## src/rtl/bus_area_control_map.vh

```
// Register map and constants of the bus area control register block
`ifndef BUS_AREA_CONTROL_MAP_VH
`define BUS_AREA_CONTROL_MAP_VH

// Register offset (byte address on APB)
`define BAC_OFFSET 12'h000

// Register width and reset value
`define BAC_WIDTH 16
`define BAC_RESET 16'h0000

// Mask of software-writable bits (bit 11 is read-only)
`define BAC_WR_MASK 16'hF7FF

// Field positions
`define BAC_ADDR_PULLUP 15
`define BAC_DATA_PULLUP 14
`define BAC_STANDBY_DRIVE 13
`define BAC_STROBE_DRIVE 12
`define BAC_BYTE_ORDER 11
`define BAC_A0_BURST_HI 10
`define BAC_A0_BURST_LO 9
`define BAC_A5_BURST_HI 8
`define BAC_A5_BURST_LO 7
`define BAC_A6_BURST_HI 6
`define BAC_A6_BURST_LO 5
`define BAC_MEMTYPE_HI 4
`define BAC_MEMTYPE_LO 2
`define BAC_A5_CARD 1
`define BAC_A6_CARD 0

// Memory type codes for areas 2 and 3
`define MEMTYPE_ORDINARY 3'h0
`define MEMTYPE_A3_SDRAM 3'h2
`define MEMTYPE_BOTH_SDRAM 3'h3

// Burst length codes
`define BURST_NONE 2'h0
`define BURST_4 2'h1
`define BURST_8 2'h2
`define BURST_16 2'h3

// Burst lengths in accesses
`define BURST_LEN_NONE 5'h00
`define BURST_LEN_4 5'h04
`define BURST_LEN_8 5'h08
`define BURST_LEN_16 5'h10

// Address pull-up duration after bus acknowledge, in clock cycles
`define ADDR_PULLUP_CYCLES 3'h4

// Cycles after reset release before the byte-order pin is captured
`define STRAP_SETTLE_CYCLES 2'h3

`endif

```

## src/rtl/bus_area_control.v

```verilog
// Bus area control register with APB access and pin-state control outputs
`timescale 1ns/1ps
`include "bus_area_control_map.vh"

module bus_area_control #(
   parameter ADDR_WIDTH = 12
) (
   // Clock and power-on reset
   input wire pclk,
   input wire presetn,
   // APB slave
   input wire psel,
   input wire penable,
   input wire pwrite,
   input wire [ADDR_WIDTH-1:0] paddr,
   input wire [31:0] pwdata,
   input wire [3:0] pstrb,
   output reg pready,
   output reg [31:0] prdata,
   output reg pslverr,
   // Bus state inputs from the bus state controller
   input wire bus_ack,
   input wire data_bus_busy,
   input wire standby_mode,
   input wire bus_released,
   // Strap pin
   input wire byte_order_mode_pin,
   // Pin control outputs
   output reg addr_pullup_en,
   output reg data_pullup_en,
   output reg standby_mem_pin_oe,
   output reg standby_mem_pin_level,
   output reg strobe_pin_oe,
   // Decoded configuration
   output reg little_endian,
   output reg [4:0] area0_burst_len,
   output reg [4:0] area5_burst_len,
   output reg [4:0] area6_burst_len,
   output reg area2_sdram,
   output reg area3_sdram,
   output reg memtype_prohibited,
   output reg area5_card_space,
   output reg area6_card_space
);

   // Register storage and APB state
   reg [15:0] ctrl_ff;
   reg [15:0] nxt_ctrl;
   reg byte_order_ff;
   reg [31:0] nxt_rdata;
   reg nxt_slverr;
   wire addr_hit;
   wire setup_phase;
   wire write_done;
   wire [15:0] read_value;
   wire [15:0] wr_merged;

   // Strap capture
   reg [2:0] strap_sync_ff;
   reg [1:0] settle_ff;
   reg strap_taken_ff;

   // Address pull-up pulse
   reg bus_ack_d_ff;
   reg [2:0] pullup_cnt_ff;
   reg [2:0] nxt_pullup_cnt;

   // Burst decode
   wire [5:0] burst_codes;
   wire [14:0] burst_lens;

   // Memory type decode
   reg nxt_area2_sdram;
   reg nxt_area3_sdram;
   reg nxt_memtype_bad;

   // Byte address of the register, cut to the bus width on purpose
   localparam [ADDR_WIDTH-1:0] reg_byte_addr = `BAC_OFFSET;

   // Address bits 1:0 select a byte lane and take no part in the decode
   assign addr_hit = (paddr[ADDR_WIDTH-1:2] == reg_byte_addr[ADDR_WIDTH-1:2]);
   assign setup_phase = psel & ~penable;
   // A write lands only at the access edge, with ready high
   assign write_done = psel & penable & pready & pwrite & addr_hit;

   // Bit 11 always reflects the captured strap
   assign read_value = {ctrl_ff[15:12], byte_order_ff, ctrl_ff[10:0]};

   // Byte lanes merged into the writable bits only; lanes 2 and 3 hold no bits here
   genvar b;
   generate
      for (b = 0; b < 2; b = b + 1) begin : lane_merge
         assign wr_merged[b*8+7:b*8] = pstrb[b] ? pwdata[b*8+7:b*8] : ctrl_ff[b*8+7:b*8];
      end
   endgenerate

   // APB answer one cycle after setup
   // Zero wait states: ready, data and error stand for the access cycle only
   always @* begin
      nxt_rdata = 32'h0000_0000;
      nxt_slverr = 1'b0;
      if (setup_phase) begin
         if (!addr_hit) begin
            nxt_slverr = 1'b1;
         end else if (!pwrite) begin
            nxt_rdata = {16'h0000, read_value};
         end
      end
   end

   always @(posedge pclk or negedge presetn) begin
      if (!presetn) begin
         pready <= 1'b0;
         prdata <= 32'h0000_0000;
         pslverr <= 1'b0;
      end else begin
         pready <= setup_phase;
         prdata <= nxt_rdata;
         pslverr <= nxt_slverr;
      end
   end

   // Register write; only power-on reset clears it
   always @* begin
      nxt_ctrl = ctrl_ff;
      if (write_done) begin
         nxt_ctrl = (wr_merged & `BAC_WR_MASK) | (ctrl_ff & ~`BAC_WR_MASK);
      end
   end

   always @(posedge pclk or negedge presetn) begin
      if (!presetn) begin
         ctrl_ff <= `BAC_RESET;
      end else begin
         ctrl_ff <= nxt_ctrl;
      end
   end

   // Strap pin synchroniser; the pin is asynchronous to pclk
   always @(posedge pclk or negedge presetn) begin
      if (!presetn) begin
         strap_sync_ff <= 3'h0;
      end else begin
         strap_sync_ff <= {strap_sync_ff[1:0], byte_order_mode_pin};
      end
   end

   // One-time capture once the last two stages agree, so a bouncing strap is not taken
   always @(posedge pclk or negedge presetn) begin
      if (!presetn) begin
         settle_ff <= 2'h0;
         strap_taken_ff <= 1'b0;
         byte_order_ff <= 1'b0;
      end else begin
         if (settle_ff != `STRAP_SETTLE_CYCLES) begin
            settle_ff <= settle_ff + 2'h1;
         end
         if (!strap_taken_ff && settle_ff == `STRAP_SETTLE_CYCLES &&
             strap_sync_ff[1] == strap_sync_ff[2]) begin
            byte_order_ff <= strap_sync_ff[2];
            strap_taken_ff <= 1'b1;
         end
      end
   end

   // Address pull-up counter started by the rising edge of bus acknowledge
   always @* begin
      nxt_pullup_cnt = pullup_cnt_ff;
      if (bus_ack && !bus_ack_d_ff && ctrl_ff[`BAC_ADDR_PULLUP]) begin
         nxt_pullup_cnt = `ADDR_PULLUP_CYCLES;
      end else if (pullup_cnt_ff != 3'h0) begin
         nxt_pullup_cnt = pullup_cnt_ff - 3'h1;
      end
   end

   // Delayed bus acknowledge for the rising-edge detect; resets to the idle level
   always @(posedge pclk or negedge presetn) begin
      if (!presetn) begin
         bus_ack_d_ff <= 1'b0;
      end else begin
         bus_ack_d_ff <= bus_ack;
      end
   end

   // Pulse counter; a running pulse still finishes after bit 15 is cleared
   always @(posedge pclk or negedge presetn) begin
      if (!presetn) begin
         pullup_cnt_ff <= 3'h0;
         addr_pullup_en <= 1'b0;
      end else begin
         pullup_cnt_ff <= nxt_pullup_cnt;
         addr_pullup_en <= (nxt_pullup_cnt != 3'h0);
      end
   end

   // Burst fields of areas 0, 5 and 6 decoded alike
   assign burst_codes = {ctrl_ff[`BAC_A6_BURST_HI:`BAC_A6_BURST_LO],
                         ctrl_ff[`BAC_A5_BURST_HI:`BAC_A5_BURST_LO],
                         ctrl_ff[`BAC_A0_BURST_HI:`BAC_A0_BURST_LO]};

   // Code 00 gives no burst, codes 01, 10 and 11 give 4, 8 and 16 accesses
   genvar g;
   generate
      for (g = 0; g < 3; g = g + 1) begin : burst_dec
         assign burst_lens[g*5+4:g*5] =
            (burst_codes[g*2+1:g*2] == `BURST_4) ? `BURST_LEN_4 :
            (burst_codes[g*2+1:g*2] == `BURST_8) ? `BURST_LEN_8 :
            (burst_codes[g*2+1:g*2] == `BURST_16) ? `BURST_LEN_16 :
            `BURST_LEN_NONE;
      end
   endgenerate

   // Memory type decode; a prohibited code leaves both areas ordinary and raises a flag
   always @* begin
      nxt_area2_sdram = 1'b0;
      nxt_area3_sdram = 1'b0;
      nxt_memtype_bad = 1'b0;
      case (ctrl_ff[`BAC_MEMTYPE_HI:`BAC_MEMTYPE_LO])
         `MEMTYPE_ORDINARY: begin
            nxt_area3_sdram = 1'b0;
         end
         `MEMTYPE_A3_SDRAM: begin
            nxt_area3_sdram = 1'b1;
         end
         `MEMTYPE_BOTH_SDRAM: begin
            nxt_area2_sdram = 1'b1;
            nxt_area3_sdram = 1'b1;
         end
         default: begin
            nxt_memtype_bad = 1'b1;
         end
      endcase
   end

   // Pin control outputs; outside standby and bus release the pins belong to the bus cycle logic
   always @(posedge pclk or negedge presetn) begin
      if (!presetn) begin
         data_pullup_en <= 1'b0;
         standby_mem_pin_oe <= 1'b0;
         standby_mem_pin_level <= 1'b0;
         strobe_pin_oe <= 1'b0;
      end else begin
         data_pullup_en <= ctrl_ff[`BAC_DATA_PULLUP] & ~data_bus_busy;
         standby_mem_pin_oe <= standby_mode & ctrl_ff[`BAC_STANDBY_DRIVE];
         standby_mem_pin_level <= standby_mode & ctrl_ff[`BAC_STANDBY_DRIVE];
         strobe_pin_oe <= ~(standby_mode | bus_released) | ctrl_ff[`BAC_STROBE_DRIVE];
      end
   end

   // Decoded configuration, one clock behind the register
   always @(posedge pclk or negedge presetn) begin
      if (!presetn) begin
         little_endian <= 1'b0;
         area0_burst_len <= `BURST_LEN_NONE;
         area5_burst_len <= `BURST_LEN_NONE;
         area6_burst_len <= `BURST_LEN_NONE;
         area5_card_space <= 1'b0;
         area6_card_space <= 1'b0;
      end else begin
         little_endian <= byte_order_ff;
         area0_burst_len <= burst_lens[4:0];
         area5_burst_len <= burst_lens[9:5];
         area6_burst_len <= burst_lens[14:10];
         area5_card_space <= ctrl_ff[`BAC_A5_CARD];
         area6_card_space <= ctrl_ff[`BAC_A6_CARD];
      end
   end

   // Memory type outputs
   always @(posedge pclk or negedge presetn) begin
      if (!presetn) begin
         area2_sdram <= 1'b0;
         area3_sdram <= 1'b0;
         memtype_prohibited <= 1'b0;
      end else begin
         area2_sdram <= nxt_area2_sdram;
         area3_sdram <= nxt_area3_sdram;
         memtype_prohibited <= nxt_memtype_bad;
      end
   end

endmodule

```

## config.mk

```make
export PLATFORM = sky130hd
export DESIGN_NAME = bus_area_control
export DESIGN_NICKNAME = d
export VERILOG_FILES = /design/src/rtl/bus_area_control.v
export VERILOG_INCLUDE_DIRS = /design/src /design/src/rtl
export SDC_FILE = /design/constraint.sdc
export NUM_CORES = 1
export LEC_CHECK = 0
export BUFFER_PORTS_ARGS = -buffer_cell sky130_fd_sc_hd__buf_2
export CAP_MARGIN = 25
export CORE_UTILIZATION = 39
export DETAILED_ROUTE_END_ITERATION = 16
export PLACE_DENSITY_LB_ADDON = 0.05
export SETUP_SLACK_MARGIN = 0.15
export SLEW_MARGIN = 0
export SYNTH_ARGS = -nofsm -noshare
export SYNTH_HDL_FRONTEND = slang
export SYNTH_SLANG_ARGS = --single-unit
```

## constraint.sdc

```tcl
create_clock -name pclk -period 2.2 [get_ports pclk]
set_clock_uncertainty 0.15 [all_clocks]
set_input_delay 0.55 -clock pclk [delete_from_list [all_inputs] [get_ports pclk]]
set_output_delay 0.55 -clock pclk [all_outputs]
set_load 0.05 [all_outputs]
```

# ---- Yosys cells after proc, flatten, opt, wreduce, memory -nomap -nowiden
# Index checks and enable logic that the tools add are counted.
dict set report op_classes {
  addsub 2
  eq_ne 14
  mux 21
  bitwise_logic 13
  n_reduce_logical 12
}
# cell n
set op_table {}
lappend op_table {{$mux W32} 2}
lappend op_table {{$mux W5} 9}
lappend op_table {{$mux W16} 1}
lappend op_table {{$mux W8} 2}
lappend op_table {{$or A16 B12 Y16} 1}
lappend op_table {{$eq A2 B2 Y1 const B} 7}
lappend op_table {{$logic_not A10 Y1} 1}
lappend op_table {{$and A1 B1 Y1} 7}
lappend op_table {{$eq A2 B1 Y1 const B} 3}
lappend op_table {{$eq A3 B2 Y1 const B} 2}
lappend op_table {{$mux W3} 2}
lappend op_table {{$reduce_bool A3 Y1} 2}
lappend op_table {{$mux W1} 5}
lappend op_table {{$logic_and A1 B1 Y1} 4}
lappend op_table {{$logic_not A3 Y1} 1}
lappend op_table {{$not A1 Y1} 3}
lappend op_table {{$reduce_or A3 Y1} 1}
lappend op_table {{$sub A3 B1 Y3 const B} 1}
lappend op_table {{$add A2 B1 Y2 const B} 1}
lappend op_table {{$logic_not A1 Y1} 2}
lappend op_table {{$ne A2 B2 Y1 const B} 1}
lappend op_table {{$or A1 B1 Y1} 2}
lappend op_table {{$reduce_or A2 Y1} 1}
lappend op_table {{$eq A1 B1 Y1} 1}
dict set report totals {
  regBits 86
  inputBits 58
  out_inout_bits 60
  word_cells 85
}

# ---- Longest topological paths before layout
dict set report depth {
  word_depth 5
  mapped_depth 6
  depth_no_buf 6
}

# ---- Least setup slack after synthesis
# OpenSTA, ideal clock, no wires.
dict set report synth_path {
  kind {input port to flip-flop}
  from {input port paddr[3]}
  to {register (tool-made name)}
  setup_ps 125
  arrival_ps 2074
  required_ps 1925
  slack_ps -149
  path_stages 4
  n_path_buf 1
  path_cell_list {or4_1 > buf_2 > nor4_4 > mux2_2}
}
# element line_no
set synth_lines {}
lappend synth_lines {{start, declared} bus_area_control.v:15} ;# input wire [ADDR_WIDTH-1:0] paddr,

==> impl_metrics.ini <==
[outcome]
status = completed

[synthesis]
netlist_area_sq_um = 2456
synth.area.top_cells = dfrtp_1, mux2_2, buf_4
syn_inst = 177
synthMuxAreaShare_pct = 7.743
synth_edf_count = 0
synthAdderAreaFrac_pct = 2.038
synth_top_family_by_area = simple AND/OR/NAND/NOR gates
avgSynthCellArea_sq_um = 13.88
synthDominantCellAreaShare_pct = 64.19
ys_warn_count = 0
synth-seq-area-share_pct = 64.19
synth_flop_cell = dfrtp_1
synth-seq-cells = 63
synth-xor-area-share_pct = 1.070
synth_cell_types = 27
synth_common_cells = dfrtp_1, buf_4, and2_1
async_flop_share_pct = 100.0
synth_compound_area_share_pct = 1.477
synth.most_common_cell = dfrtp_1
synth_simple_gate_area_share_pct = 14.82
synth_top_area_cell = dfrtp_1

[global_routing]
grt_pass1_vias = 1412
antenna_found_initial = 0
grt_usage_pct = 13.46
grt_pass1_wl_um = 6327
grt_max_degree = 64
grt_overflow = 0

[routing]
drtPass1Iterations = 4
drtAntennaViolNets = 0
totalWireLength_um = 3890
wl_per_cell_um = 11.31
drc_errors = 0
via_count = 1457
drt_iter0_markers = 29
viasPerCell = 4.235

[power]
p_sw_mw = 0.6343
switching_share_pct = 27.24
clkPwrFrac_pct = 34.2
powerDensity_nw_per_um2 = 760.6
p_comb_share_pct = 13.7
p_total_mw = 2.329
power.internal_mw = 1.694
irDropWorstVdd_mv = 0.4050
p_leak_nw = 1.734
power_frac_seq_pct = 52.1

[sta]
fin_crit_ns = 1.979
max_freq_mhz = 505.2
hold_violations = 0
rsz0062_at_grt = false
period_share_pct = 89.97
slew_violations = 0
setup_violations = 0
finalSetupTns_ns = 0

[clocking]
cts_resized = 0
clk_pin_slew_ns = 0.07
numClockSinks = 63
cts_tree = done
hold_buffers = 0
postCtsSetupBuffers = 0
htreeDepth = 3
cts_buffers = 9
worstSkewPairLatency_ns = 0.32
cts_root_buf = clkbuf_8
cts.path.max_buffers = 2

[place]
numPortBuffers = 74
dpl.cell_count = 328
dp_hpwl_um = 2726
gp_congestion = 0.6826
place_area_sq_um = 2905

[finish]
drive_gt1_share_pct = 45.35
final_util_pct = 51.11
final_area_sq_um = 3062
diodes = 0
stdcell_count = 344
layout.nets = 326
nFillCells = 547
area_growth_pct = 24.66
regArea_sq_um = 1577
multi_input_area_sq_um = 764.5

[die]
die_area_sq_um = 6619
rows = 28
start_util_pct = 41.00
die_h_um = 81.36
core_area_sq_um = 5991
die_w_um = 81.36
io_pins = 118

[worst_setup_path]
arrival_ns = 2.03
critPathMaxStageDelay_ns = 0.57
path_cells = buf_2 -> or4_4 -> nor4_4 -> buf_4 -> mux2_2
cp.buffers_inverters = 2
crit_path_top_delay_cell = or4_4
cp-end-kind = register
crit_family = simple AND/OR/NAND/NOR gates
crit_path_start_kind = primary input
criticalPathCategory = primary input to register
crit_fanout = 5
critPathRequiredTime_ns = 2.25

[run]
drv_cap = 0

[min_path]
min_path_type = primary input to async pin
## logic make-up after synthesis
group | count (synthesis)
other cells | 1
flops | 63
simple gates | 52
compound gates | 5
mux | 17
fa+ha+maj | 4
buf+inv | 32
xor+xnor | 3
## routing by layer
metal  GRT usage (%)  part of all wire [%]
met1           15.62                    44
met4           8.214                  0.39
met5               0                     0
met2           21.17                    48
met3           4.831                   8.4
## area by class of cell
cell class	instances	area share [%]
clock buffer	11	4.291
clock inverter	5	0.8173
inverter	6	0.7356
multi-input combinational	103	24.97
sequential	63	51.49
tap	75	3.065
timing repair buffer	81	14.63
## worst reg2reg max path, delay by kind of cell (launching register included)
kind | cells | cell delay, ns
mux | 1 | 0.09
flops | 1 | 0.40
buf+inv | 1 | 0.06
simple gates | 2 | 0.47
fa+ha+maj | 2 | 0.43
## placed cells by master (no fill, tap or decap), types with 2 or more instances in the layout
master	Yosys	final
mux2_2	16	13
buf_12	0	2
and2_1	21	21
nand2_1	3	3
xnor2_1	2	2
ha_1	4	4
or2_2	2	2
buf_2	2	74
inv_1	6	6
mux2_4	0	3
nor2b_1	10	10
clkinv_2	0	5
nor2_1	4	4
clkbuf_1	1	2
dfrtp_1	63	63
conb_1	1	22
nor4_4	3	3
or3b_2	4	4
clkbuf_8	0	9
buf_4	23	5
## power by group through the flow
stage	clock [mW]	sequential, mW	combinational, mW
4_1_cts	0.843	1.21	0.323
3_3_place_gp	0	1.23	0.319
2_1_floorplan	0	1.27	0.228
6_report	0.796	1.21	0.318
3_5_place_dp	0	1.24	0.321
5_1_grt	0.903	1.22	0.361
## per-stage QoR
step                      hold WS [ns]  setup slack, ns
after floorplan                 0.1044          -0.1270
after global placement          0.1838          -0.1154
after detailed placement        0.1910          -0.1262
final                          0.08282           0.2206
after global routing           0.08962           0.1892
after CTS                      0.08117           0.2276
## final timing paths
kind	startpoint	slack (ns)	depth (start not counted)	end
max	paddr[7]	0.22	5	register
min	presetn	0.08	2	prdata[2]
max reg2reg	pullup_cnt_ff[0]	0.49	6	addr_pullup_en
min reg2reg	strap_sync_ff[0]	0.21	0	strap_sync_ff[1]
max in group asynchronous	presetn	1.56	2	area6_burst_len[2]
min in group pclk	byte_order_mode_pin	0.18	1	strap_sync_ff[0]
Note: power is estimated with default switching activity, not from simulation.
